## config.mk

```make
export PLATFORM = sky130hd
export DESIGN_NAME = fifle_top
export DESIGN_NICKNAME = d
export VERILOG_FILES = /design/src/rtl/fifle_pkg.sv /design/src/rtl/fifle_filt_if.sv /design/src/rtl/fifle_filter.sv /design/src/rtl/fifle_top.sv
export VERILOG_INCLUDE_DIRS = /design/src /design/src/rtl
export SDC_FILE = /design/constraint.sdc
export NUM_CORES = 1
export LEC_CHECK = 0
export BUFFER_PORTS_ARGS = -buffer_cell sky130_fd_sc_hd__buf_2
export CAP_MARGIN = 25
export CELL_PAD_IN_SITES_DETAIL_PLACEMENT = 0
export CELL_PAD_IN_SITES_GLOBAL_PLACEMENT = 1
export CORE_MARGIN = 5
export CORE_UTILIZATION = 40
export DETAILED_ROUTE_END_ITERATION = 8
export PLACE_DENSITY = 0.67
export SYNTH_ARGS = -nofsm -noshare
export SYNTH_HDL_FRONTEND = slang
export SYNTH_SLANG_ARGS = --single-unit
```

## constraint.sdc

```tcl
create_clock -name i_core_clk -period 24 [get_ports i_core_clk]
set_clock_uncertainty 0.2 [all_clocks]
set_input_delay 2.4 -clock i_core_clk [delete_from_list [all_inputs] [get_ports i_core_clk]]
set_output_delay 2.4 -clock i_core_clk [all_outputs]
set_load 0.01 [all_outputs]
```

## src/rtl/fifle_cfg.svh

```systemverilog
// Offsets, field positions, reset values and timing counts of the input block.
// Assumes a 100 MHz core clock and a byte-addressed register bus.
`ifndef FIFLE_CFG_SVH
`define FIFLE_CFG_SVH
// ****************************************
// Register byte offsets
// ****************************************
`define FIFLE_OFS_CTRL    8'h00
`define FIFLE_OFS_LATCH   8'h04
`define FIFLE_OFS_EVEN    8'h08
`define FIFLE_OFS_EVMODE  8'h0c
`define FIFLE_OFS_INPUT   8'h10
`define FIFLE_OFS_STATUS  8'h14
`define FIFLE_OFS_EVENT   8'h18
`define FIFLE_OFS_EVNUM   8'h40
// ****************************************
// Field positions
// ****************************************
`define FIFLE_CTRL_MODE   0
`define FIFLE_CTRL_FLT_LO 1
`define FIFLE_CTRL_FLT_HI 4
`define FIFLE_CTRL_CLEAR  31
`define FIFLE_EVT_VALID   31
`define FIFLE_EVT_RISE    8
// ****************************************
// Reset values and timing
// ****************************************
`define FIFLE_FLT_RESET   4'h8
`define FIFLE_CLK_MHZ     100
`define FIFLE_TICK_US     100
`define FIFLE_HALF_MS_TKS 5
`define FIFLE_FLASH_MS    250
`endif

```

## src/rtl/fifle_pkg.sv

```systemverilog
// Types shared by the fast input filter, latch and event block.
// Assumes the constants header is on the include path.
`default_nettype none
package fifle_pkg;
  typedef logic [5:0] fifle_evnum_t;   // Handler index
  typedef logic [6:0] fifle_limit_t;   // Filter length in 0.1 ms ticks
  typedef enum logic {FIFLE_BUS_IDLE, FIFLE_BUS_ACK} fifle_bus_st_t;
endpackage : fifle_pkg
`default_nettype wire

```

## src/rtl/fifle_filt_if.sv

```systemverilog
// Bundle between the top block and its debounce filter.
// Assumes both ends run on the same core clock.
`default_nettype none
interface fifle_filt_if #(parameter int NCH = 16);
  logic                 tick;   // 0.1 ms enable pulse
  fifle_pkg::fifle_limit_t limit; // Ticks a level must hold
  logic [NCH-1:0]       raw;    // Synchronised pin levels
  logic [NCH-1:0]       filt;   // Debounced levels
  modport top (output tick, output limit, output raw, input filt);
  modport flt (input tick, input limit, input raw, output filt);
endinterface : fifle_filt_if
`default_nettype wire

```

## src/rtl/fifle_filter.sv

```systemverilog
// Per-channel debounce counters for the fast input block.
// Assumes raw inputs are already synchronised to the core clock.
`default_nettype none
module fifle_filter #(
  parameter int NCH = 16
) (
  input  wire logic  i_core_clk,
  input  wire logic  i_rst_b,
  fifle_filt_if.flt  flt
);
  import fifle_pkg::*;

  // ****************************************
  // Debounce counters
  // ****************************************
  genvar g;
  generate
    for (g = 0; g < NCH; g++) begin : g_ch
      fifle_limit_t cnt_reg;  // Ticks the new level has held
      // Count only while raw differs; any return restarts the wait
      always_ff @(posedge i_core_clk or negedge i_rst_b) begin
        if (!i_rst_b) begin
          cnt_reg <= '0;
        end else if (flt.raw[g] == flt.filt[g]) begin
          cnt_reg <= '0;
        end else if (flt.tick) begin
          if (cnt_reg + 7'h01 >= flt.limit) begin
            cnt_reg <= '0;
          end else begin
            cnt_reg <= cnt_reg + 7'h01;
          end
        end
      end
      // Pass the level once held for the full time
      always_ff @(posedge i_core_clk or negedge i_rst_b) begin
        if (!i_rst_b) begin
          flt.filt[g] <= 1'b0;
        end else if (flt.tick && flt.raw[g] != flt.filt[g] &&
                     cnt_reg + 7'h01 >= flt.limit) begin
          flt.filt[g] <= flt.raw[g];
        end
      end
    end
  endgenerate
endmodule : fifle_filter
`default_nettype wire

```

## src/rtl/fifle_top.sv

```systemverilog
// Fast discrete input block: filter, pulse latch, event inputs, diagnostics.
// Assumes an Avalon-MM master on the core clock and asynchronous pins.
//
// Operation
// - Filter 0.1 ms, or 0.5 to 7.5 ms
// - Default filter time is four milliseconds
// - Filter changes accepted only in configuration mode
// - Latch filtered change in chosen direction
// - Latched pulse shown next read, no interrupt
// - Any channel can be an event input
// - Event number zero only on channel zero
// - Event handler index zero to 31 or 63
// - Rising, falling or either edge, edge reported
// - Simultaneous events delivered lowest channel first
// - Bus fault flashes lamp, sets module fault
// - Internal fault: fault lamp on, healthy off
// - Low sensor supply: lamp, flags, fault codes
// - Supply fault forces all channels to fault
// - Missing terminal block flashes lamp, reported
//
// The address map and the Avalon-MM slave port were chosen for this implementation.
`include "fifle_cfg.svh"
`default_nettype none
module fifle_top #(
  parameter int NCH       = 16,
  parameter int EVT_MAX   = 63,
  parameter int TICK_CYC  = `FIFLE_TICK_US * `FIFLE_CLK_MHZ,
  parameter int FLASH_CYC = `FIFLE_FLASH_MS * 1000 * `FIFLE_CLK_MHZ
) (
  input  wire logic        i_core_clk,
  input  wire logic        i_rst_b,
  input  wire logic [7:0]  i_avs_address,
  input  wire logic        i_avs_read,
  input  wire logic        i_avs_write,
  input  wire logic [31:0] i_avs_writedata,
  input  wire logic [3:0]  i_avs_byteenable,
  output var  logic [31:0] o_avs_readdata,
  output var  logic        o_avs_waitrequest,
  input  wire logic [15:0] i_din,
  input  wire logic        i_bus_fault,
  input  wire logic        i_int_fault,
  input  wire logic        i_sensor_low,
  input  wire logic        i_tblock_present,
  output var  logic        o_event_req,
  output var  logic        o_lamp_err,
  output var  logic        o_lamp_run,
  output var  logic        o_lamp_io
);
  import fifle_pkg::*;

  // Elaboration checks
  if (NCH != 16) begin : g_bad_nch
    $error("fifle_top serves exactly sixteen channels");
  end
  if (EVT_MAX != 31 && EVT_MAX != 63) begin : g_bad_evt
    $error("fifle_top event range must be 31 or 63");
  end
  if (TICK_CYC < 2 || FLASH_CYC < 2) begin : g_bad_cyc
    $error("fifle_top tick counts too small");
  end

  // ****************************************
  // Reset release and pin synchronisers
  // ****************************************
  logic       rst_m_reg;   // First reset stage
  logic       rst_b_reg;   // Released reset for the core
  logic [19:0] pin_m_reg;  // First pin stage, read only by stage two
  logic [19:0] pin_s_reg;  // Second pin stage

  // Assert at once, release after two edges
  always_ff @(posedge i_core_clk or negedge i_rst_b) begin
    if (!i_rst_b) begin
      rst_m_reg <= 1'b0;
      rst_b_reg <= 1'b0;
    end else begin
      rst_m_reg <= 1'b1;
      rst_b_reg <= rst_m_reg;
    end
  end

  // Two-stage capture of every asynchronous pin
  always_ff @(posedge i_core_clk or negedge rst_b_reg) begin
    if (!rst_b_reg) begin
      pin_m_reg <= '0;
      pin_s_reg <= '0;
    end else begin
      pin_m_reg <= {i_tblock_present, i_sensor_low, i_int_fault, i_bus_fault, i_din};
      pin_s_reg <= pin_m_reg;
    end
  end

  logic bus_flt;   // Backplane dialog fault
  logic int_flt;   // Internal fault
  logic sens_low;  // Sensor supply at or below threshold
  logic tb_miss;   // Terminal block absent or loose
  assign bus_flt  = pin_s_reg[16];
  assign int_flt  = pin_s_reg[17];
  assign sens_low = pin_s_reg[18];
  assign tb_miss  = ~pin_s_reg[19];

  // ****************************************
  // Tick and flash dividers
  // ****************************************
  logic [31:0] tick_cnt_reg;   // 0.1 ms divider
  logic        tick;           // One-cycle enable pulse
  logic [31:0] flash_cnt_reg;  // Lamp blink divider
  logic        flash_reg;      // Blink phase

  assign tick = (tick_cnt_reg == 32'(TICK_CYC - 1));

  // Free-running base tick for the filter
  always_ff @(posedge i_core_clk or negedge rst_b_reg) begin
    if (!rst_b_reg) begin
      tick_cnt_reg <= '0;
    end else if (tick) begin
      tick_cnt_reg <= '0;
    end else begin
      tick_cnt_reg <= tick_cnt_reg + 32'h1;
    end
  end

  // Blink phase toggles every flash period
  always_ff @(posedge i_core_clk or negedge rst_b_reg) begin
    if (!rst_b_reg) begin
      flash_cnt_reg <= '0;
      flash_reg     <= 1'b0;
    end else if (flash_cnt_reg == 32'(FLASH_CYC - 1)) begin
      flash_cnt_reg <= '0;
      flash_reg     <= ~flash_reg;
    end else begin
      flash_cnt_reg <= flash_cnt_reg + 32'h1;
    end
  end

  // ****************************************
  // Bus slave handshake
  // ****************************************
  fifle_bus_st_t bus_st_reg;  // Idle or answering
  logic          req;         // Request present
  logic          done;        // Edge at which the access completes
  logic          wr_go;       // Write takes effect now
  logic          rd_go;       // Read side effects now

  assign req  = i_avs_read | i_avs_write;
  assign done = req && bus_st_reg == FIFLE_BUS_ACK;
  assign wr_go = done & i_avs_write;
  assign rd_go = done & i_avs_read;
  // One wait cycle so read data is registered before release
  assign o_avs_waitrequest = req && bus_st_reg != FIFLE_BUS_ACK;

  // Two-cycle access sequence
  always_ff @(posedge i_core_clk or negedge rst_b_reg) begin
    if (!rst_b_reg) begin
      bus_st_reg <= FIFLE_BUS_IDLE;
    end else begin
      case (bus_st_reg)
        FIFLE_BUS_IDLE: bus_st_reg <= req ? FIFLE_BUS_ACK : FIFLE_BUS_IDLE;
        FIFLE_BUS_ACK:  bus_st_reg <= FIFLE_BUS_IDLE;
        default:        bus_st_reg <= FIFLE_BUS_IDLE;
      endcase
    end
  end

  // Byte-lane merge for 32-bit registers
  function automatic logic [31:0] be_merge(input logic [31:0] old_v,
                                           input logic [31:0] new_v,
                                           input logic [3:0]  be);
    logic [31:0] r;
    r = old_v;
    for (int b = 0; b < 4; b++) begin
      if (be[b]) begin
        r[8*b +: 8] = new_v[8*b +: 8];
      end
    end
    return r;
  endfunction : be_merge

  // ****************************************
  // Configuration registers
  // ****************************************
  logic         cfg_mode_reg;          // Configuration mode
  logic [3:0]   flt_code_reg;          // 0: 0.1 ms, n: n x 0.5 ms
  logic [31:0]  latch_reg;             // [15:0] enable, [31:16] rising
  logic [15:0]  ev_en_reg;             // Event input enable
  logic [31:0]  ev_mode_reg;           // Two bits per channel
  fifle_evnum_t ev_num_reg [NCH];      // Handler index per channel
  logic         cfg_wr;                // Config write allowed
  logic [31:0]  ctrl_new;              // Merged control word
  logic         ev_sel;                // Address hits index block
  logic [3:0]   ev_ch;                 // Channel of index write

  assign cfg_wr   = wr_go & cfg_mode_reg;
  assign ctrl_new = be_merge({27'h0, flt_code_reg, cfg_mode_reg},
                             i_avs_writedata, i_avs_byteenable);
  assign ev_sel   = (i_avs_address[7:6] == 2'h1) && (i_avs_address[1:0] == 2'h0);
  assign ev_ch    = i_avs_address[5:2];

  // Mode bit and filter code; filter default restored on clear in configuration mode
  always_ff @(posedge i_core_clk or negedge rst_b_reg) begin
    if (!rst_b_reg) begin
      cfg_mode_reg <= 1'b0;
      flt_code_reg <= `FIFLE_FLT_RESET;
    end else if (wr_go && i_avs_address == `FIFLE_OFS_CTRL) begin
      cfg_mode_reg <= ctrl_new[`FIFLE_CTRL_MODE];
      if (cfg_mode_reg && ctrl_new[`FIFLE_CTRL_CLEAR]) begin
        flt_code_reg <= `FIFLE_FLT_RESET;
      end else if (cfg_mode_reg) begin
        flt_code_reg <= ctrl_new[`FIFLE_CTRL_FLT_HI:`FIFLE_CTRL_FLT_LO];
      end
    end
  end

  // Latch and event setup, writable in configuration mode only
  always_ff @(posedge i_core_clk or negedge rst_b_reg) begin
    if (!rst_b_reg) begin
      latch_reg   <= '0;
      ev_en_reg   <= '0;
      ev_mode_reg <= '0;
    end else if (cfg_wr) begin
      case (i_avs_address)
        `FIFLE_OFS_LATCH: latch_reg <= be_merge(latch_reg, i_avs_writedata, i_avs_byteenable);
        `FIFLE_OFS_EVEN:  ev_en_reg <= 16'(be_merge({16'h0, ev_en_reg},
                                          i_avs_writedata, i_avs_byteenable));
        `FIFLE_OFS_EVMODE: ev_mode_reg <= be_merge(ev_mode_reg, i_avs_writedata,
                                                   i_avs_byteenable);
        default: ;  // Other offsets leave setup alone
      endcase
    end
  end

  // Handler indices; out-of-range or forbidden zero keeps old value
  always_ff @(posedge i_core_clk or negedge rst_b_reg) begin
    if (!rst_b_reg) begin
      for (int c = 0; c < NCH; c++) begin
        ev_num_reg[c] <= 6'(c);
      end
    end else if (cfg_wr && ev_sel && i_avs_byteenable[0]) begin
      if (i_avs_writedata[7:0] > 8'(EVT_MAX)) begin
        ev_num_reg[ev_ch] <= ev_num_reg[ev_ch];
      end else if (i_avs_writedata[5:0] == 6'h00 && ev_ch != 4'h0) begin
        ev_num_reg[ev_ch] <= ev_num_reg[ev_ch];
      end else begin
        ev_num_reg[ev_ch] <= i_avs_writedata[5:0];
      end
    end
  end

  // ****************************************
  // Input filter
  // ****************************************
  fifle_filt_if #(.NCH(NCH)) filt_bus ();
  logic [15:0] filt_q_reg;   // Filtered level one cycle ago
  logic [15:0] rise;         // Filtered rising edges
  logic [15:0] fall;         // Filtered falling edges

  assign filt_bus.tick  = tick;
  // 0.1 ms minimum, otherwise code times five 0.1 ms ticks
  assign filt_bus.limit = (flt_code_reg == 4'h0) ? 7'h01 :
                          7'(flt_code_reg * `FIFLE_HALF_MS_TKS);
  assign filt_bus.raw   = pin_s_reg[15:0];

  fifle_filter #(.NCH(NCH)) u_filter (
    .i_core_clk (i_core_clk),
    .i_rst_b    (rst_b_reg),
    .flt        (filt_bus.flt)
  );

  // Edge reference for latch and events
  always_ff @(posedge i_core_clk or negedge rst_b_reg) begin
    if (!rst_b_reg) begin
      filt_q_reg <= '0;
    end else begin
      filt_q_reg <= filt_bus.filt;
    end
  end

  assign rise = filt_bus.filt & ~filt_q_reg;
  assign fall = ~filt_bus.filt & filt_q_reg;

  // ****************************************
  // Pulse latch
  // ****************************************
  logic [15:0] lat_hold_reg;  // Captured pulses awaiting a read
  logic [15:0] lat_shown_reg; // Pulses placed in the last read data
  logic [15:0] lat_set;       // New captures this cycle
  logic [15:0] in_view;       // Input word as the host sees it

  assign lat_set = latch_reg[15:0] &
                   ((latch_reg[31:16] & rise) | (~latch_reg[31:16] & fall));

  // Set wins over the read clear; never feeds the event request
  always_ff @(posedge i_core_clk or negedge rst_b_reg) begin
    if (!rst_b_reg) begin
      lat_hold_reg <= '0;
    end else if (rd_go && i_avs_address == `FIFLE_OFS_INPUT) begin
      lat_hold_reg <= (lat_hold_reg & ~lat_shown_reg) | lat_set;
    end else begin
      lat_hold_reg <= lat_hold_reg | lat_set;
    end
  end

  // Captured pulse overrides the live level in its own direction
  always_comb begin
    for (int c = 0; c < NCH; c++) begin
      if (sens_low) begin
        in_view[c] = 1'b0;
      end else if (latch_reg[16+c]) begin
        in_view[c] = filt_bus.filt[c] | lat_hold_reg[c];
      end else begin
        in_view[c] = filt_bus.filt[c] & ~lat_hold_reg[c];
      end
    end
  end

  // ****************************************
  // Event inputs
  // ****************************************
  logic [15:0] ev_pend_reg;   // Pending events
  logic [15:0] ev_rise_reg;   // Edge kind per channel, 1 = rising
  logic [15:0] ev_hit;        // Configured edges this cycle
  logic [15:0] ev_pop;        // Channel taken by an event read
  logic [3:0]  ev_pop_ch_reg; // Channel placed in read data
  logic        ev_pop_v_reg;  // Read data held a valid event
  logic [3:0]  ev_first;      // Lowest pending channel
  logic        ev_any;        // Some event pending

  // Mode 01 rising, 10 falling, 11 either edge
  always_comb begin
    for (int c = 0; c < NCH; c++) begin
      ev_hit[c] = ev_en_reg[c] & ((ev_mode_reg[2*c] & rise[c]) |
                                  (ev_mode_reg[2*c+1] & fall[c]));
    end
  end

  // Lowest channel wins when several are pending
  always_comb begin
    ev_first = 4'h0;
    ev_any   = 1'b0;
    for (int c = NCH - 1; c >= 0; c--) begin
      if (ev_pend_reg[c]) begin
        ev_first = 4'(c);
        ev_any   = 1'b1;
      end
    end
  end

  assign ev_pop = (rd_go && i_avs_address == `FIFLE_OFS_EVENT && ev_pop_v_reg) ?
                  (16'h0001 << ev_pop_ch_reg) : 16'h0000;

  // A new edge in the pop cycle keeps the event pending
  always_ff @(posedge i_core_clk or negedge rst_b_reg) begin
    if (!rst_b_reg) begin
      ev_pend_reg <= '0;
    end else begin
      ev_pend_reg <= (ev_pend_reg & ~ev_pop) | ev_hit;
    end
  end

  // Record which edge fired for either-edge handlers
  always_ff @(posedge i_core_clk or negedge rst_b_reg) begin
    if (!rst_b_reg) begin
      ev_rise_reg <= '0;
    end else begin
      ev_rise_reg <= (ev_rise_reg & ~ev_hit) | (ev_hit & rise);
    end
  end

  assign o_event_req = |ev_pend_reg;

  // ****************************************
  // Diagnostics and lamps
  // ****************************************
  logic [3:0]  mod_stat;   // Module status word
  logic [15:0] ch_fault;   // Channel fault flags

  assign mod_stat = {tb_miss, sens_low, int_flt, bus_flt};
  assign ch_fault = {16{sens_low}};

  // Lamps held in flops so they are glitch free
  always_ff @(posedge i_core_clk or negedge rst_b_reg) begin
    if (!rst_b_reg) begin
      o_lamp_err <= 1'b0;
      o_lamp_run <= 1'b0;
      o_lamp_io  <= 1'b0;
    end else begin
      o_lamp_err <= int_flt | (bus_flt & flash_reg);
      o_lamp_run <= ~int_flt;
      o_lamp_io  <= sens_low | (tb_miss & flash_reg);
    end
  end

  // ****************************************
  // Read data
  // ****************************************
  // Captured in the wait cycle; side effects use the same snapshot
  always_ff @(posedge i_core_clk or negedge rst_b_reg) begin
    if (!rst_b_reg) begin
      o_avs_readdata <= '0;
      lat_shown_reg  <= '0;
      ev_pop_ch_reg  <= '0;
      ev_pop_v_reg   <= 1'b0;
    end else if (i_avs_read && bus_st_reg == FIFLE_BUS_IDLE) begin
      lat_shown_reg <= lat_hold_reg;
      ev_pop_ch_reg <= ev_first;
      ev_pop_v_reg  <= ev_any && i_avs_address == `FIFLE_OFS_EVENT;
      if (ev_sel) begin
        o_avs_readdata <= {26'h0, ev_num_reg[ev_ch]};
      end else begin
        case (i_avs_address)
          `FIFLE_OFS_CTRL:   o_avs_readdata <= {27'h0, flt_code_reg, cfg_mode_reg};
          `FIFLE_OFS_LATCH:  o_avs_readdata <= latch_reg;
          `FIFLE_OFS_EVEN:   o_avs_readdata <= {16'h0, ev_en_reg};
          `FIFLE_OFS_EVMODE: o_avs_readdata <= ev_mode_reg;
          `FIFLE_OFS_INPUT:  o_avs_readdata <= {16'h0, in_view};
          `FIFLE_OFS_STATUS: o_avs_readdata <= {ch_fault, 12'h0, mod_stat};
          `FIFLE_OFS_EVENT:  o_avs_readdata <= {ev_any, 9'h0, ev_num_reg[ev_first],
                                                7'h0, ev_rise_reg[ev_first],
                                                4'h0, ev_first};
          default:           o_avs_readdata <= 32'h0;  // Unmapped reads as zero
        endcase
      end
    end
  end
endmodule : fifle_top
`default_nettype wire

```

==> metrics <==
slowest CP cell=nor2b_1; Required @ worst endpoint=around 24 ns; DRC viols=0; CTS root buf=clkbuf_16; Avg Cell Area, Syn=approximately 10 µm²; # fillers=6,669; initial antenna violation count=2; site row count=98; Initial DRC Count=approximately 1,900; RSZ-0062 raised after global routing=false; Max FO, Critical Path=30; largest net degree at the start of global routing=168; most frequent cells in the layout=dfrtp_1 (503), nand2_1 (339), nor2_1 (182), a21oi_1 (172), o21ai_0 (143); min cycle time layout=5.55 ns; period utilization=23.1%; Final Cell Area=roughly 32,000 µm²; Die Ht=~280 µm; HPWL after detailed placement=55,800 µm; TritonCTS Buffers=61; setup_tns=0 ns; GRT Util Overall=about a fifth; leading cell type in the layout, fill and taps excluded=dfrtp_1; Antenna Nets Post-Route=0; clk slew on worst S/H paths=0.06 ns; leakage power=between 10 and 15 nW; Crit Path Category=primary input to register; number of global-route vias before repair=21,800; Post-synth EDFFs=0; Final Setup Violations=0; clk_lat worst skew=0.65 ns; DP Area=30,000 µm²; Initial Util=40.2%; Synth cell types=67; area grow syn2layout=12.7%; asr flop ratio synth=100%; yosys warns=0; CP Cell Sequence=buf_2, buf_4, nor2b_1, and3_1, nand2_1, nor2_1, nand3_1, o2111ai_1; core area=71,100 µm²; fin. max-slew vios=0; reg2reg path depth=12; power per cell area=roughly 61 nW/µm²; TritonCTS clock tree=yes; Yosys reg bits=537; R2R setup slack=20.11 ns; die extent in x=277 µm; synthesized instance count=approximately 2,700; Seq/Total Area, Yosys=47.2%; reg-to-reg startpoint=flt_code_reg[3]; top cell type's share of synthesized area=between 40% and 50%; CTS sink count=approximately 540; FF-to-FF End=u_filter.flt.filt[11]; Resize count post-CTS=0; IO Count=between 100 and 150; top_reg_cell synth=dfrtp_1; post-layout util=45.3%; VDD IR-drop max=between 0.05 and 0.06 mV; total power draw=1.95 mW; PortBufs=104; number of flip-flops in the largest register=112; Max Fclk=180 MHz; max_slew headroom=32.2%; H-tree depth=2; drt first pass iters=6; Synth Cell Area=roughly 29,000 µm²; Data arrival, critical path=5.91 ns; Layout Nets=3,018; Post-Route WL=80,900 µm; DIE AREA=76,900 µm²; global-route wire length before repair=128,000 µm; final count of hold timing violations=0; Synth area leaders=dfrtp_1 (44%), ha_1 (5.9%), mux2_2 (4.9%); endpoint class of the critical path=register; Post-CTS Setup Bufs=0; Syn Nets=approximately 2,900; vias per cell=around 5.7; max-cap viol count=0; run status=finished, final reports clean; drt wl/cell=21.2 µm; Vias=21,800; cts hold-fix bufs=0; HP Class=register to async pin; share of layout cells above drive strength 1=16.2%; Longest Clk Path Bufs=3; crit start category=primary input; Worst-Margin Slew=1.02 ns; GP Congestion=0.899; critical path's largest stage delay=around 0.76 ns; cell taking the most area after synthesis=dfrtp_1; global route total overflow=0
[cells in the mapped netlist (20+ instances only)]
master,instances
a22oi_1,25
a32o_1,42
clkbuf_1,83
nor2_1,182
nand3b_1,35
inv_1,22
a21oi_1,172
mux2_2,124
o21ai_0,143
nand2_1,339
nand2b_1,26
or3_1,21
nor3_1,35
nor2b_1,32
a22o_1,27
o21a_1,20
xnor2_1,110
ha_1,134
mux2i_1,56
nand3_1,117
and3_1,59
mux4_2,38
a21o_1,40
dfstp_2,33
dfrtp_1,504
xor2_1,60
a211oi_1,22
[kinds of logic (layout without fill, tap and decap cells)]
group	after synthesis	count (layout)	synth area share [%]
flip-flops	537	537	47.2
AND/OR/NAND/NOR	923	923	15.4
XOR/XNOR	170	170	5.21
buffers and inverters	145	275	2.25
multiplexers	218	218	9.85
other	1	3	0.0131
AO/OA/AOI/OAI	607	607	14.1
adder cells (fa/ha/maj)	135	135	5.94
[layer usage]
| layer | GRT usage, % | wire length [µm] |
|---|---|---|
| met1 | 29.0 | 36500 |
| met2 | 33.2 | 37300 |
| met3 | 3.43 | 4740 |
| met4 | 6.05 | 2430 |
| met5 | 0 | 0 |
[area by class of cell]
class                           count  area (µm²)  area share (%)
Tap cell                          950        1190            3.69
Antenna cell                        2        5.00          0.0155
Clock inverter                     21         234           0.727
Sequential cell                   537       13500            41.9
Timing Repair Buffer              139         881            2.74
Multi-Input combinational cell   2054       14500            45.0
Inverter                           22        82.6           0.256
Clock buffer                       93        1850            5.73
[critical path: cells and delay by family]
kind / cells / cell delay [ns]
buffers and inverters: 2 / 1.14
AO/OA/AOI/OAI: 1 / 0.15
AND/OR/NAND/NOR: 5 / 2.17
[power by group]
group / switching [mW] / internal, mW / leakage (nW)
clock: 0.393 / 0.562 / 1.04
combinational: 0.0543 / 0.0198 / 6.17
sequential: 0.00720 / 0.914 / 7.13
[worst max-delay path by stage]
stage	from	end	slack, ns
final	i_avs_address[3]	o_avs_readdata[21]	18.45
after global routing	i_avs_address[3]	o_avs_readdata[20]	18.28
after CTS	i_avs_read	o_avs_waitrequest	18.53
after detailed placement	i_avs_address[3]	o_avs_readdata[21]	17.94
after global placement	i_avs_address[3]	o_avs_readdata[20]	18.10
after floorplan	rst_b_reg	async pin	7.78
[stage by stage]
step / cells / setup WS, ns / hold WS (ns)
after floorplan: 2736 / 7.78 / 0.131
after global placement: 3695 / 18.10 / 0.0998
after detailed placement: 3698 / 17.94 / 0.0979
after CTS: 3812 / 18.53 / 0.0768
after global routing: 3817 / 18.28 / 0.119
final: 3818 / 18.45 / 0.0509
Note: power is estimated with default switching activity, not from simulation.
